<file path="src/logic/bwur_params.svh">
// Offsets, field positions and reset values of the window-upper register bank.
// Included by the package and the register bank file; definitions only.
`ifndef BWUR_PARAMS_SVH
`define BWUR_PARAMS_SVH
`define BWUR_OFS_PF_BASE_LO 8'h24
`define BWUR_OFS_PF_BASE_HI 8'h28
`define BWUR_OFS_PF_LIMIT_HI 8'h2c
`define BWUR_OFS_IO_HI 8'h30
`define BWUR_OFS_CAP_PTR 8'h34
`define BWUR_IO_BASE_LSB 0
`define BWUR_IO_LIMIT_LSB 16
`define BWUR_PF_ADDR64_CODE 4'h1
`define BWUR_PF_BASE_LO_LSB 4
`define BWUR_PF_LIMIT_LO_LSB 20
`define BWUR_PF_LOW_BITS 20
`define BWUR_CAP_PTR_VAL 8'hdc
`define BWUR_RST_32 32'h0000_0000
`define BWUR_RST_16 16'h0000
`define BWUR_RST_12 12'h000
`endif

</file>
<file path="src/logic/bwur_pkg.sv">
// Types shared by the window-upper register bank.
// Assumes the constants header is on the include path.
`include "bwur_params.svh"
package bwur_pkg;
  typedef logic [31:0] bwur_word_t;
  typedef logic [7:0] bwur_addr_t;
  typedef logic [1:0] bwur_resp_t;
  typedef logic [63:0] bwur_addr64_t;
  localparam bwur_resp_t BWUR_RESP_OKAY = 2'h0;
  localparam bwur_resp_t BWUR_RESP_SLVERR = 2'h2;
endpackage : bwur_pkg

</file>
<file path="src/logic/bwur_window_cmp.sv">
// Window comparator: base <= address <= limit.
// Assumes base and limit are already assembled to full width.
`timescale 1ns/1ps
`default_nettype none
module bwur_window_cmp #(
  parameter int W = 64
) (
  // Window and address
  input wire logic [W-1:0] base,
  input wire logic [W-1:0] limit,
  input wire logic [W-1:0] addr,
  // Result
  output logic hit
);
  assign hit = (addr >= base) && (addr <= limit); // [RULE8]
endmodule : bwur_window_cmp
`default_nettype wire

</file>
<file path="src/logic/bwur_regs.sv">
// Upper-half window registers of a bridge header, behind an AXI4-Lite slave.
// Assumes one clock, synchronous inputs, one write and one read at a time.
`timescale 1ns/1ps
`default_nettype none
`include "bwur_params.svh"
// Contract
// [RULE1] Prefetch base high word, RW, resets zero
// [RULE2] Prefetch limit high word, RW, resets zero
// [RULE3] I/O base high half, RW, resets zero
// [RULE4] I/O limit high half, RW, resets zero
// [RULE5] Capability pointer reads DCh, writes ignored
// [RULE6] Prefetch base low 20 bits are zero
// [RULE7] Prefetch addressing-type field reads 0001
// [RULE8] Forward when base <= address <= limit
module bwur_regs (
  // Clock and reset
  input wire logic clk,
  input wire logic rst_n,
  // AXI4-Lite write address
  input wire logic s_axi_awvalid,
  output logic s_axi_awready,
  input wire bwur_pkg::bwur_addr_t s_axi_awaddr,
  // AXI4-Lite write data
  input wire logic s_axi_wvalid,
  output logic s_axi_wready,
  input wire bwur_pkg::bwur_word_t s_axi_wdata,
  input wire logic [3:0] s_axi_wstrb,
  // AXI4-Lite write response
  output logic s_axi_bvalid,
  input wire logic s_axi_bready,
  output bwur_pkg::bwur_resp_t s_axi_bresp,
  // AXI4-Lite read address
  input wire logic s_axi_arvalid,
  output logic s_axi_arready,
  input wire bwur_pkg::bwur_addr_t s_axi_araddr,
  // AXI4-Lite read data
  output logic s_axi_rvalid,
  input wire logic s_axi_rready,
  output bwur_pkg::bwur_word_t s_axi_rdata,
  output bwur_pkg::bwur_resp_t s_axi_rresp,
  // Lower prefetch fields from the rest of the header
  input wire logic [11:0] pf_base_lo,
  input wire logic [11:0] pf_limit_lo,
  // Prefetch window check
  input wire bwur_pkg::bwur_addr64_t pf_addr,
  output logic pf_hit,
  // Assembled windows for the comparators
  output bwur_pkg::bwur_addr64_t pf_base_full,
  output bwur_pkg::bwur_addr64_t pf_limit_full,
  output logic [15:0] io_base_high,
  output logic [15:0] io_limit_high
);
  import bwur_pkg::*;

  bwur_word_t pf_base_hi_ff;
  bwur_word_t pf_limit_hi_ff;
  logic [15:0] io_base_hi_ff;
  logic [15:0] io_limit_hi_ff;
  logic aw_held_ff;
  logic w_held_ff;
  bwur_addr_t awaddr_ff;
  bwur_word_t wdata_ff;
  logic [3:0] wstrb_ff;
  logic bvalid_ff;
  bwur_resp_t bresp_ff;
  logic rvalid_ff;
  bwur_word_t rdata_ff;
  bwur_resp_t rresp_ff;
  logic wr_fire;
  bwur_addr_t wr_addr;
  bwur_word_t wr_data;
  logic [3:0] wr_strb;
  logic wr_known;
  bwur_word_t nxt_rdata;
  logic nxt_rhit;

  // Address and data may arrive in either order; each is held once taken
  assign s_axi_awready = !aw_held_ff && !bvalid_ff;
  assign s_axi_wready = !w_held_ff && !bvalid_ff;
  assign wr_addr = aw_held_ff ? awaddr_ff : s_axi_awaddr;
  assign wr_data = w_held_ff ? wdata_ff : s_axi_wdata;
  assign wr_strb = w_held_ff ? wstrb_ff : s_axi_wstrb;
  assign wr_fire = (aw_held_ff || (s_axi_awvalid && s_axi_awready)) &&
                   (w_held_ff || (s_axi_wvalid && s_axi_wready)) && !bvalid_ff;

  always_ff @(posedge clk or negedge rst_n)
  begin
    if (!rst_n)
    begin
      aw_held_ff <= 1'b0;
      w_held_ff <= 1'b0;
      awaddr_ff <= 8'h00;
      wdata_ff <= `BWUR_RST_32;
      wstrb_ff <= 4'h0;
    end
    else
    begin
      if (s_axi_awvalid && s_axi_awready && !wr_fire)
      begin
        aw_held_ff <= 1'b1;
        awaddr_ff <= s_axi_awaddr;
      end
      else if (wr_fire)
      begin
        aw_held_ff <= 1'b0;
      end
      if (s_axi_wvalid && s_axi_wready && !wr_fire)
      begin
        w_held_ff <= 1'b1;
        wdata_ff <= s_axi_wdata;
        wstrb_ff <= s_axi_wstrb;
      end
      else if (wr_fire)
      begin
        w_held_ff <= 1'b0;
      end
    end
  end

  // Offset 24h and 34h are read-only here, so they answer OKAY and drop data
  always_comb
  begin
    unique case ({wr_addr[7:2], 2'b00})
      `BWUR_OFS_PF_BASE_LO, `BWUR_OFS_PF_BASE_HI, `BWUR_OFS_PF_LIMIT_HI,
      `BWUR_OFS_IO_HI, `BWUR_OFS_CAP_PTR: wr_known = 1'b1;
      default: wr_known = 1'b0;
    endcase
  end

  // Per-byte writes to the four writable fields
  genvar gb;
  generate
    for (gb = 0; gb < 4; gb++)
    begin : g_byte
      always_ff @(posedge clk or negedge rst_n)
      begin
        if (!rst_n)
        begin
          pf_base_hi_ff[8*gb +: 8] <= 8'h00; // [RULE1]
          pf_limit_hi_ff[8*gb +: 8] <= 8'h00; // [RULE2]
        end
        else if (wr_fire && wr_strb[gb])
        begin
          if ({wr_addr[7:2], 2'b00} == `BWUR_OFS_PF_BASE_HI)
          begin
            pf_base_hi_ff[8*gb +: 8] <= wr_data[8*gb +: 8]; // [RULE1]
          end
          if ({wr_addr[7:2], 2'b00} == `BWUR_OFS_PF_LIMIT_HI)
          begin
            pf_limit_hi_ff[8*gb +: 8] <= wr_data[8*gb +: 8]; // [RULE2]
          end
        end
      end
    end
    for (gb = 0; gb < 2; gb++)
    begin : g_io
      always_ff @(posedge clk or negedge rst_n)
      begin
        if (!rst_n)
        begin
          io_base_hi_ff[8*gb +: 8] <= 8'h00; // [RULE3]
          io_limit_hi_ff[8*gb +: 8] <= 8'h00; // [RULE4]
        end
        else if (wr_fire && ({wr_addr[7:2], 2'b00} == `BWUR_OFS_IO_HI))
        begin
          if (wr_strb[gb])
          begin
            io_base_hi_ff[8*gb +: 8] <= wr_data[8*gb +: 8]; // [RULE3]
          end
          if (wr_strb[gb + 2])
          begin
            io_limit_hi_ff[8*gb +: 8] <= wr_data[`BWUR_IO_LIMIT_LSB + 8*gb +: 8]; // [RULE4]
          end
        end
      end
    end
  endgenerate

  // Write response
  always_ff @(posedge clk or negedge rst_n)
  begin
    if (!rst_n)
    begin
      bvalid_ff <= 1'b0;
      bresp_ff <= BWUR_RESP_OKAY;
    end
    else if (wr_fire)
    begin
      bvalid_ff <= 1'b1;
      bresp_ff <= wr_known ? BWUR_RESP_OKAY : BWUR_RESP_SLVERR;
    end
    else if (s_axi_bready)
    begin
      bvalid_ff <= 1'b0;
    end
  end

  assign s_axi_bvalid = bvalid_ff;
  assign s_axi_bresp = bresp_ff;

  // Read decode
  always_comb
  begin
    nxt_rdata = `BWUR_RST_32;
    nxt_rhit = 1'b1;
    unique case ({s_axi_araddr[7:2], 2'b00})
      `BWUR_OFS_PF_BASE_LO:
      begin
        nxt_rdata[3:0] = `BWUR_PF_ADDR64_CODE; // [RULE7]
        nxt_rdata[15:4] = pf_base_lo;
        nxt_rdata[19:16] = `BWUR_PF_ADDR64_CODE; // [RULE7]
        nxt_rdata[31:20] = pf_limit_lo;
      end
      `BWUR_OFS_PF_BASE_HI: nxt_rdata = pf_base_hi_ff; // [RULE1]
      `BWUR_OFS_PF_LIMIT_HI: nxt_rdata = pf_limit_hi_ff; // [RULE2]
      `BWUR_OFS_IO_HI: nxt_rdata = {io_limit_hi_ff, io_base_hi_ff}; // [RULE3] [RULE4]
      `BWUR_OFS_CAP_PTR: nxt_rdata[7:0] = `BWUR_CAP_PTR_VAL; // [RULE5]
      default: nxt_rhit = 1'b0;
    endcase
  end

  // Read channel; data come from a register
  assign s_axi_arready = !rvalid_ff;

  always_ff @(posedge clk or negedge rst_n)
  begin
    if (!rst_n)
    begin
      rvalid_ff <= 1'b0;
      rdata_ff <= `BWUR_RST_32;
      rresp_ff <= BWUR_RESP_OKAY;
    end
    else if (s_axi_arvalid && !rvalid_ff)
    begin
      rvalid_ff <= 1'b1;
      rdata_ff <= nxt_rdata;
      rresp_ff <= nxt_rhit ? BWUR_RESP_OKAY : BWUR_RESP_SLVERR;
    end
    else if (s_axi_rready)
    begin
      rvalid_ff <= 1'b0;
    end
  end

  assign s_axi_rvalid = rvalid_ff;
  assign s_axi_rdata = rdata_ff;
  assign s_axi_rresp = rresp_ff;

  // Assembled windows; low bits fixed, so base is 1 MB aligned
  assign pf_base_full = {pf_base_hi_ff, pf_base_lo, `BWUR_PF_LOW_BITS'(0)}; // [RULE6]
  assign pf_limit_full = {pf_limit_hi_ff, pf_limit_lo, {`BWUR_PF_LOW_BITS{1'b1}}};
  assign io_base_high = io_base_hi_ff;
  assign io_limit_high = io_limit_hi_ff;

  bwur_window_cmp #(
    .W(64)
  ) u_pf_cmp (
    .base(pf_base_full),
    .limit(pf_limit_full),
    .addr(pf_addr),
    .hit(pf_hit)
  );
endmodule : bwur_regs
`default_nettype wire

</file>
<file path="config.mk">
export PLATFORM = sky130hd
export DESIGN_NAME = bwur_regs
export DESIGN_NICKNAME = d
export VERILOG_FILES = /design/src/logic/bwur_pkg.sv /design/src/logic/bwur_window_cmp.sv /design/src/logic/bwur_regs.sv
export VERILOG_INCLUDE_DIRS = /design/src /design/src/logic
export SDC_FILE = /design/constraint.sdc
export NUM_CORES = 1
export LEC_CHECK = 0
export ABC_AREA = 1
export BUFFER_PORTS_ARGS = -buffer_cell sky130_fd_sc_hd__buf_4
export CORE_UTILIZATION = 50
export DETAILED_ROUTE_END_ITERATION = 7
export PLACE_DENSITY_LB_ADDON = 0.12
export SLEW_MARGIN = 15
export SYNTH_ARGS = -nofsm -noshare
export SYNTH_HDL_FRONTEND = slang
export SYNTH_SLANG_ARGS = --single-unit
export TNS_END_PERCENT = 20
</file>
<file path="constraint.sdc">
create_clock -name clk -period 2.6 [get_ports clk]
set_input_delay 0.26 -clock clk [delete_from_list [all_inputs] [get_ports clk]]
set_output_delay 0.26 -clock clk [all_outputs]
set_load 0.05 [all_outputs]
</file>
After elaboration in Yosys (flattened, before gate mapping)
Index checks and enable logic that the tools add are counted.
Word-level totals
  flip-flop bits (word level): 180
  latch bits: 0
  RAM bits: 0
  bits in read-only memories: 0
  bits of input ports: 147
  output and inout port bits: 202
  logic and storage cells: 90
  memories: 0
Operators by class
  add/subtract/negate cells: 0
  $mul: 0
  div/mod/pow operators: 0
  magnitude comparators: 2
  equality and inequality tests: 10
  shifts and indexed selects: 0
  mux-type cells: 16
  bitwise logic cells: 0
  reduce and logical (&&, ||, !) cells: 40
Operator list (number)
  $pmux 24 s4: 1
  $ge 64x64->1: 1
  $le 64x64->1: 1
  $eq 6x4->1 const B: 10
  $pmux 8 s5: 1
  $mux 32: 1
  $reduce_and 2->1: 12
  $logic_and 1x1->1: 15
  $reduce_or 5->1: 2
  $mux 1: 9
  $mux 8: 1
  $reduce_bool 2->1: 4
  $logic_not 1->1: 5
  $mux 2: 2
  $mux 4: 1
  $logic_or 1x1->1: 2

Depth between registers and ports, before layout
Gate-level depths: netlist (run 1).
  depth after elaboration: 9
  gate-level depth with buffers: 14
  mapped depth without buffers: 14

Hierarchy
From an unflattened synthesis (run 1), not the netlist that was laid out.
Unflattened totals
  cells, all modules: 1695
  area, all modules: 12315.6 µm²
Modules (own cells, without submodules)
  bwur_regs: times used 1, cells each 1150, area each 8936.1 µm², seq. area each 4404.2 µm²
  bwur_window_cmp: times used 1, cells each 545, area each 3379.5 µm², seq. area each 0.0 µm²

Worst setup path after synthesis (run 1)
Ideal clock, no wire load.
  path type: reg2out
  start: register pf_base_hi_ff[31] (netlist: pf_base_full[63])
  end: output port pf_hit
  arrival: 2363 ps
  data required time: 2340 ps
  slack: -23 ps
  cell stages (with the launch flop): 12
  path buffers: 0
  cell sequence: dfrtp_1 inv_1 ha_1 nand2_1 nor2_1 and2_1 nand3_1 nor2_1 inv_1 nor2_1 nor2_1 nor2_1
On the way
  word-level cells in the longest chain between the ends: 2
RTL lines
  from (decl): line bwur_regs.sv:55  | bwur_word_t pf_base_hi_ff;
  from (signal, indexed assignment): line bwur_regs.sv:146  | pf_base_hi_ff[8*gb +: 8] <= wr_data[8*gb +: 8];
  $ge 64x64->1: line bwur_window_cmp.sv:15  | assign hit = (addr >= base) && (addr <= limit);
  $logic_and 1x1->1: line bwur_window_cmp.sv:15
  to (decl): line bwur_regs.sv:46  | output logic pf_hit,
Every way passes these cells.

Worst setup path in the final report (run 1)
  start: register pf_limit_hi_ff[26] (netlist: pf_limit_full[58])
  end: output port pf_hit
On the way
  word-level cells in the longest chain between the ends: 2
RTL lines
  from (decl): line bwur_regs.sv:56  | bwur_word_t pf_limit_hi_ff;
  from (signal, indexed assignment): line bwur_regs.sv:150  | pf_limit_hi_ff[8*gb +: 8] <= wr_data[8*gb +: 8];
  $le 64x64->1: line bwur_window_cmp.sv:15
  $logic_and 1x1->1: line bwur_window_cmp.sv:15
Every way passes these cells.

==> results of run 1 <==
-- synthesized netlist by cell type (2+ instances only) --
| library cell | number | share of area, % |
|---|---|---|
| a211oi_4 | 2 | 0.37 |
| a21o_1 | 3 | 0.21 |
| a21oi_1 | 56 | 2.6 |
| buf_4 | 66 | 4.6 |
| buf_6 | 13 | 1.3 |
| clkbuf_1 | 30 | 1.0 |
| conb_1 | 2 | 0.069 |
| dfrtp_1 | 176 | 41 |
| ha_1 | 88 | 10 |
| inv_1 | 182 | 6.3 |
| inv_2 | 5 | 0.17 |
| nand2_1 | 397 | 14 |
| nand2_4 | 12 | 1.2 |
| nand3_1 | 18 | 0.83 |
| nand4_1 | 14 | 0.81 |
| nor2_1 | 75 | 2.6 |
| nor3_1 | 3 | 0.14 |
| nor3_4 | 3 | 0.45 |
| nor3b_1 | 2 | 0.14 |
| o211ai_1 | 21 | 1.5 |
| o21a_1 | 3 | 0.21 |
| o21ai_0 | 80 | 3.7 |
| o21ai_1 | 125 | 5.8 |
| o21bai_1 | 2 | 0.14 |
| o221ai_1 | 3 | 0.24 |
-- kinds of logic after synthesis --
family | after synthesis | synth area share (%)
and+or+nand+nor | 530 | 20.4
AOI/OAI and AO/OA | 303 | 15.3
buffers and inverters | 297 | 13.4
DFF | 176 | 40.5
adders and majority gates | 88 | 10.1
other | 2 | 0.0691
muxes | 1 | 0.104
-- metal layers --
| metal | up-vias | track usage, % | wire length, um |
|---|---|---|---|
| li1 | 5014 | - | - |
| met4 | 0 | 12.7 | 1200 |
| met2 | 394 | 50.9 | 16600 |
| met5 | - | 0 | 0 |
| met1 | 4752 | 38.8 | 14000 |
| met3 | 66 | 5.64 | 2320 |
-- path summary, 6_finish.rpt --
kind                                      to  slack (ns)  cells after the start
setup / recovery                      pf_hit        0.09                     12
hold reg to reg                 wdata_ff[18]        0.48                      2
hold / removal                  awaddr_ff[6]        0.08                      2
min in group asynchronous       awaddr_ff[4]        0.42                      2
setup reg to reg           io_limit_high[13]        0.36                      7
max in group asynchronous   io_base_high[13]        1.45                      3
-- flip-flops by register name (all words and copies together) (netlist names), 4 cells and up --
signal         cells
pf_limit_full     32
awaddr_ff          6
s_axi_rdata       32
pf_base_full      32
wdata_ff          32
wstrb_ff           4
io_limit_high     16
io_base_high      16
-- area by class of cell --
| cell class | instances | area [sq um] | area share [%] |
|---|---|---|---|
| multi-input combinational | 964 | 5430 | 38.1 |
| sequential | 176 | 4400 | 30.9 |
| timing repair buffer | 359 | 2760 | 19.4 |
| inverter | 187 | 702 | 4.93 |
| clock buffer | 18 | 439 | 3.08 |
| tap | 275 | 344 | 2.42 |
| clock inverter | 14 | 166 | 1.17 |
-- critical path, stage by stage (launching register included) --
cell and delay (ns):
dfrtp_1 0.39, inv_2 0.08, ha_4 0.27, nand4_1 0.17, nor2_4 0.18, nand2_2 0.10, nor2_4 0.10, nand2_1 0.07
nand3_1 0.07, nor2_1 0.06, nor2_1 0.13, nor2_2 0.06, buf_6 0.15
-- timing repair --
| action | in CTS | in global routing |
|---|---|---|
| setup endpoints to repair | 1 | 1 |
| endpoints found under the hold margin | 69 | 0 |
| setup buffers | 2 | 36 |
| pin swaps | 1 | 21 |
| gates resized for setup | 4 | 51 |
| hold buffers | 3 | 0 |
-- where the power goes --
group	internal (uW)	switching, uW
Combinational	2260	4650
Clock	1480	1230
Sequential	3560	648
Total	7300	6530
-- through the flow --
stage,cells,instance area [sq um]
floorplan,1437,11000
global placement,1920,13100
detailed placement,1920,13100
CTS,1957,13700
global route,1993,14200
finish,1993,14200
==> metrics.cfg, run 1 <==
[floorplanning]
die_w_um = 149
dieArea_sq_um = 22300
core_sq_um = 21200
fp-row-count = 53
die_h_um = 149
ios = 349
initial_core_util_pct = 51.4

[global_route]
grt_first_pass_wirelength_mm = 51.2
overflow = 0
grt_max_degree = 71
grt.total_usage_pct = 30.5
antenna_found_initial = 0
first_global_vias = 9502

[routing]
drt-pass1-iter-count = 6
via_count = 10200
wire_per_inst_um = 17.1
avgViaCountPerCell = 5.13
drc = 0
antenna_left = 0
drtIter0Drc = 634
drt_wl_total_mm = 34.1

[sta]
fin_crit_ns = 2.51
finalSetupViolCount = 0
fin_crit_sh_pct = 96.4
final_max_slew_viol_count = 0
hold_viol_final = 0
worstMarginPinSlew_ns = 0.798
fin_ws_ns = 0.0924
fmax_mhz = 399
whs_ns = 0.0760
setup_tns_ns = 0
clock_skew_ns = 0.0126
relSlewSlack_pct = 46.3

[clock_tree]
h-tree-depth = 4
clockBufferDepth = 2
cts_tree = done
clkSinkCount = 176
cts_buffers = 17
clkLatencyLatePin_ns = 0.44
clkTransAtPathRegs_ns = 0.07
cts-root-buf = clkbuf_16

[logic_synthesis]
synthCells = 1397
synth.avg_cell_area_sq_um = 7.78
synth_edf_count = 0
syn_area_sq_um = 10900
yosysWarnings = 0
ys_seq_area_share_pct = 40.5
ys_types = 41
async_flop_share_pct = 100
yosys_register_bits = 176
synth_ff_type = dfrtp_1

[power_and_ir_drop]
ir_drop_uv = 897
total_power_uw = 13800
p_leak_uw = 0.00763
power.density_nw_per_um2 = 971

[setup_path]
startpoint = pf_limit_full[58]
crit_type = reg2out
cp.required_ns = 2.34
end_kind = primary output
startpoint_type = flop
reg2reg_from = aw_held_ff
crit_fanout = 3
worstPathArrival_ns = 2.25

[final_layout]
area_delta_synth_final_pct = 31.0
nFillCells = 1804
drive_above_1_share_pct = 27.0
utilization_pct = 67.3
antennaDiodeCount = 0
final_common_cell = nand2_1
nets = 1940
final_cell_mix = nand2_1 (388), buf_4 (350), dfrtp_1 (176), inv_1 (175), o21ai_1 (126)

[hold_path]
min_path_type = in2reg
hold_start = s_axi_awaddr[6]

[outcome]
status = completed

[job]
maxCapViolCount = 0

[place]
preCtsSetupSlack_ns = 0.346
numPortBuffers = 302
gp_congestion = 0.883
dp_hpwl_mm = 25.9

Note: power is estimated with default switching activity, not from simulation.
==> run 2: changes to the inputs <==
--- a/config.mk
+++ b/config.mk
@@ -9,6 +9,7 @@
 export ABC_AREA = 1
 export BUFFER_PORTS_ARGS = -buffer_cell sky130_fd_sc_hd__buf_4
 export CORE_UTILIZATION = 50
+export CTS_BUF_LIST = sky130_fd_sc_hd__clkbuf_2 sky130_fd_sc_hd__clkbuf_4 sky130_fd_sc_hd__clkbuf_8
 export DETAILED_ROUTE_END_ITERATION = 7
 export PLACE_DENSITY_LB_ADDON = 0.12
 export SLEW_MARGIN = 15
==> metrics.cfg, run 2 (synthesis results as in run 1) <==
[sta]
setup_tns_ns = 0  ; unchanged
final_max_slew_viol_count = 0  ; unchanged
relSlewSlack_pct = 44.5  ; -1.8 points
fin_crit_ns = 2.56  ; +0.0497 ns
fmax_mhz = 391  ; -1.9%
rsz0062_at_grt = true
worstMarginPinSlew_ns = 0.824  ; +0.0262 ns
hold_viol_final = 0  ; unchanged
fin_ws_ns = 0.0427  ; -0.0497 ns
whs_ns = 0.0302  ; -0.0458 ns
fin_crit_sh_pct = 98.4  ; +1.9 points
clock_skew_ns = 0.0146  ; +0.00199 ns
finalSetupViolCount = 0  ; unchanged

[floorplanning]
die_w_um = 149  ; unchanged
dieArea_sq_um = 22300  ; unchanged
core_sq_um = 21200  ; unchanged
initial_core_util_pct = 51.4  ; unchanged
ios = 349  ; unchanged
die_h_um = 149  ; unchanged
fp-row-count = 53  ; unchanged

[global_route]
overflow = 0  ; unchanged
grt_max_degree = 71  ; unchanged
antenna_found_initial = 0  ; unchanged
grt.total_usage_pct = 30.5  ; -0.044 points
first_global_vias = 9503  ; +0.011%
grt_first_pass_wirelength_mm = 51.0  ; -0.46%

[routing]
drt-pass1-iter-count = 5  ; -1
avgViaCountPerCell = 5.11  ; -0.37%
drtIter0Drc = 634  ; unchanged
via_count = 10200  ; -0.27%
drt_wl_total_mm = 33.8  ; -0.91%
wire_per_inst_um = 16.9  ; -1.0%
antenna_left = 0  ; unchanged
drc = 0  ; unchanged

[place]
dp.cells = 1920  ; unchanged
preCtsSetupSlack_ns = 0.346  ; unchanged
numPortBuffers = 302  ; unchanged
gp_congestion = 0.883  ; unchanged
dp_hpwl_mm = 25.9  ; unchanged

[power_and_ir_drop]
power.density_nw_per_um2 = 937  ; -3.5%
swShare_pct = 48.8  ; +1.6 points
power_frac_seq_pct = 31.9  ; +1.5 points
combPwrFrac_pct = 52.5  ; +2.5 points
ir_drop_uv = 894  ; -0.26%
p_sw_uw = 6430  ; -1.5%
intPower_uw = 6740  ; -7.6%
p_leak_uw = 0.00756  ; -0.82%
clockPowerShare_pct = 15.6  ; -4.0 points

[final_layout]
final_cell_mix = nand2_1 (387), buf_4 (352), dfrtp_1 (176), inv_1 (171), o21ai_1 (126)
final_common_cell = nand2_1
utilization_pct = 66.5  ; -0.88 points
area_delta_synth_final_pct = 29.3
nets = 1942  ; +0.10%
antennaDiodeCount = 0  ; unchanged
final_cell_count_no_fill = 1995  ; +0.10%
drive_above_1_share_pct = 27.3  ; +0.26 points

[setup_path]
crit_fanout = 3  ; unchanged
slowest_stage = dfrtp_1
end_kind = primary output
crit_type = reg2out
worstPathArrival_ns = 2.30  ; +0.05 ns
startpoint_type = flop
cp_slowest_stage_delay_ns = 0.40  ; about the same
cp.required_ns = 2.34  ; about the same
path_cells = inv_2, ha_4, nand4_1, nor2_4, nand2_4, nor2_4, nand2_1, nand3_1, nor2_1, nor2_1, nor2_2, buf_6

[clock_tree]
cts-root-buf = clkbuf_8
clockBufferDepth = 2  ; unchanged
cts_buffers = 17  ; unchanged
clkTransAtPathRegs_ns = 0.10  ; +0.03 ns
clkLatencyLatePin_ns = 0.48  ; +0.04 ns
h-tree-depth = 4  ; unchanged
clkSinkCount = 176  ; unchanged
cts_tree = done

[job]
maxCapViolCount = 0  ; unchanged

[hold_path]
min_path_type = in2reg

[outcome]
status = completed

==> run 2: power groups by stage <==
stage / Clock (uW) / Sequential [uW] / Combinational, uW
after CTS: 2100 / 4210 / 6420
after detailed placement: 0 / 4270 / 6290
after global placement: 0 / 4240 / 6170
after floorplan: 0 / 5860 / 2700
final: 2060 / 4200 / 6920
after global routing: 2200 / 4290 / 7530
==> run 2: path summary, 6_finish.rpt <==
path | start | endpoint | slack, ns | cells past startpoint
setup / recovery | pf_limit_full[58] | pf_hit | 0.04 | 12
hold / removal | s_axi_awaddr[6] | awaddr_ff[6] | 0.03 | 2
setup reg to reg | aw_held_ff | io_limit_high[13] | 0.35 | 7
hold reg to reg | wdata_ff[19] | wdata_ff[19] | 0.49 | 2
max in group asynchronous | rst_n | pf_base_full[54] | 1.50 | 3
min in group asynchronous | rst_n | awaddr_ff[5] | 0.37 | 2
==> run 2: final cells by class <==
cell class                 instances  area, sq um
clock buffer                      18          248
sequential                       176         4400
timing repair buffer             361         2780
tap                              275          344
multi-input combinational        964         5420
fill                            1817         7100
inverter                         187          702
clock inverter                    14          166
==> run 2: worst max-delay path, delay by kind of cell, from the launching register on <==
family,cells,cell delay (ns)
adder cells (fa/ha/maj),1,0.27
buffers and inverters,2,0.23
AND/OR/NAND/NOR,9,0.91
flip-flops,1,0.40
==> run 2: stage by stage <==
step           power (uW)  cell area [sq um]
2_1_floorplan        8570              11000
3_3_place_gp        10400              13100
3_5_place_dp        10600              13100
4_1_cts             12700              13600
5_1_grt             14000              14100
6_report            13200              14100
==> run 2: timing repair <==
| action | CTS | global route |
|---|---|---|
| endpoints found under the hold margin | 69 | 0 |
| pin swaps | 4 | 23 |
| hold buffers | 3 | 0 |
| endpoints found under the setup margin | 1 | 1 |
| resized for setup | 15 | 44 |
| setup buffers | 7 | 33 |
==> run 2: layer usage <==
metal | GRT usage [%] | routed length [um] | up-vias
met1 | 38.3 | 13800 | 4716
met2 | 50.9 | 16400 | 404
met3 | 7.38 | 2450 | 63
met4 | 10.7 | 1090 | 0
met5 | 0 | 0 | -
li1 | - | - | 5015
==> run 3: changes to the inputs <==
--- a/config.mk
+++ b/config.mk
@@ -8,7 +8,9 @@
 export LEC_CHECK = 0
 export ABC_AREA = 1
 export BUFFER_PORTS_ARGS = -buffer_cell sky130_fd_sc_hd__buf_4
-export CORE_UTILIZATION = 50
+export CELL_PAD_IN_SITES_DETAIL_PLACEMENT = 1
+export CELL_PAD_IN_SITES_GLOBAL_PLACEMENT = 1
+export CORE_UTILIZATION = 38
 export CTS_BUF_LIST = sky130_fd_sc_hd__clkbuf_2 sky130_fd_sc_hd__clkbuf_4 sky130_fd_sc_hd__clkbuf_8
 export DETAILED_ROUTE_END_ITERATION = 7
 export PLACE_DENSITY_LB_ADDON = 0.12
==> metrics.cfg, run 3 (synthesis results as in run 1) <==
[final_layout]
final_cell_count_no_fill = 2121  ; +6.3%
area_delta_synth_final_pct = 32.7
final_common_cell = nand2_1
nets = 1964  ; +1.1%
utilization_pct = 51.6  ; -15 points
nFillCells = 3469  ; +91%
drive_above_1_share_pct = 29.2  ; +1.9 points
multi_input_area_sq_um = 5500  ; +1.5%
seq_area_sq_um = 4410  ; about the same
final_cell_mix = nand2_1 (386), buf_4 (371), dfrtp_1 (175), inv_1 (168), o21ai_1 (126)

[hold_path]
min_path_type = in2reg

[floorplanning]
ios = 349  ; unchanged
initial_core_util_pct = 38.9  ; -12 points
dieArea_sq_um = 29300  ; +31%
core_sq_um = 27900  ; +32%
die_w_um = 171  ; +15%
fp-row-count = 61  ; +15%
die_h_um = 171  ; +15%

[sta]
fmax_mhz = 393  ; +0.43%
relSlewSlack_pct = 48.9  ; +4.4 points
rsz0062_at_grt = true
finalSetupViolCount = 0  ; unchanged
fin_crit_ns = 2.55  ; -0.0110 ns
final_max_slew_viol_count = 0  ; unchanged
worstMarginPinSlew_ns = 0.759  ; -0.0649 ns
clock_skew_ns = 0.0213  ; +0.00675 ns
hold_viol_final = 0  ; unchanged
fin_crit_sh_pct = 97.9  ; -0.42 points

[power_and_ir_drop]
power.density_nw_per_um2 = 935  ; -0.24%
p_leak_uw = 0.00766  ; +1.3%
ir_drop_uv = 594  ; -34%

[clock_tree]
cts_tree = done
h-tree-depth = 4  ; unchanged
cts_buffers = 17  ; unchanged
clockBufferDepth = 2  ; unchanged
cts-root-buf = clkbuf_8
clkLatencyLatePin_ns = 0.49  ; about the same
clkTransAtPathRegs_ns = 0.12  ; +0.02 ns
clkSinkCount = 176  ; unchanged

[global_route]
grt.total_usage_pct = 26.4  ; -4.1 points
overflow = 0  ; unchanged
first_global_vias = 10400  ; +9.1%
antenna_found_initial = 2  ; +2
grt_max_degree = 74  ; +4.2%
grt_first_pass_wirelength_mm = 58.0  ; +14%

[routing]
wire_per_inst_um = 18.4  ; +8.8%
drt_wl_total_mm = 39.1  ; +16%
avgViaCountPerCell = 4.91  ; -4.0%
drtIter0Drc = 466  ; -26%
antenna_left = 0  ; unchanged
drc = 0  ; unchanged
drt-pass1-iter-count = 5  ; unchanged
via_count = 10400  ; +2.1%

[place]
dp_hpwl_mm = 30.0  ; +16%
dp.cells = 2027  ; +5.6%
gp_congestion = 0.862  ; -2.4%
numPortBuffers = 302  ; unchanged

[setup_path]
crit_fanout = 3  ; unchanged
crit_type = reg2out
worstPathArrival_ns = 2.29  ; about the same
cp.required_ns = 2.34  ; about the same
startpoint_type = flop
end_kind = primary output

[job]
maxCapViolCount = 0  ; unchanged

[outcome]
status = completed

==> run 3: metal layers <==
metal	routed length, um	share of wire, %	vias up	track usage [%]
li1	-	-	5058	-
met1	16900	43	5019	33.4
met2	19100	49	288	45.3
met3	2460	6.3	45	6.04
met4	672	1.7	2	6.21
met5	13	0.033	-	0
==> run 3: path summary, 6_finish.rpt <==
path                              startpoint           endpoint  slack, ns  cells after the start
min in group asynchronous              rst_n       awaddr_ff[7]       0.33                      2
min reg2reg                  s_axi_rdata[28]    s_axi_rdata[28]       0.49                      2
max reg2reg                       aw_held_ff  io_limit_high[14]       0.43                      6
max in group asynchronous              rst_n    s_axi_rdata[23]       1.43                      3
min                          s_axi_awaddr[7]       awaddr_ff[7]       0.03                      3
max                        pf_limit_full[43]             pf_hit       0.05                     12
==> run 3: layout make-up <==
| cell class | instances | area share [%] |
|---|---|---|
| sequential | 176 | 30.5 |
| clock inverter | 14 | 1.10 |
| inverter | 187 | 4.87 |
| clock buffer | 18 | 1.67 |
| multi-input combinational | 964 | 38.1 |
| tap | 378 | 3.28 |
| antenna | 1 | 0.0173 |
| timing repair buffer | 383 | 20.4 |
==> run 3: timing repair <==
action,4_1_cts,5_1_grt
hold buffers,6,0
resized for setup,14,63
pin swaps,4,33
endpoints found under the setup margin,1,1
buffers inserted,13,42
endpoints found under the hold margin,73,0
==> run 3: critical path, cell delays in order (launching register included) <==
cell and delay [ns]:
dfrtp_1 0.40, inv_1 0.09, ha_1 0.30, nand2_1 0.11, nor2_1 0.12, nand4_1 0.15
nor2_4 0.12, nand2_1 0.06, nand3_1 0.07, nor2_1 0.06, nor2_1 0.13, nor2_2 0.06
buf_6 0.15
==> run 3: power breakdown <==
part | leakage [uW] | switching [uW] | total (uW) | internal [uW]
Sequential | 0.00236 | 643 | 4190 | 3550
Combinational | 0.00510 | 4860 | 7280 | 2420
Clock | 0.000199 | 1200 | 2020 | 819
Total | 0.00766 | 6700 | 13500 | 6790
==> run 3: through the flow <==
stage | instance area, sq um | hold slack (ns) | total power [uW] | setup slack, ns | setup TNS [ns]
6_report | 14400 | 0.0317 | 13500 | 0.0537 | 0
5_1_grt | 14400 | 0.00574 | 14400 | -0.0891 | -0.0891
4_1_cts | 13800 | 0.00799 | 13000 | 0.00244 | 0
3_5_place_dp | 13200 | 0.338 | 10800 | 0.396 | 0
3_3_place_gp | 13200 | 0.334 | 10600 | 0.438 | 0
2_1_floorplan | 11000 | -0.0356 | 8570 | 0.196 | 0
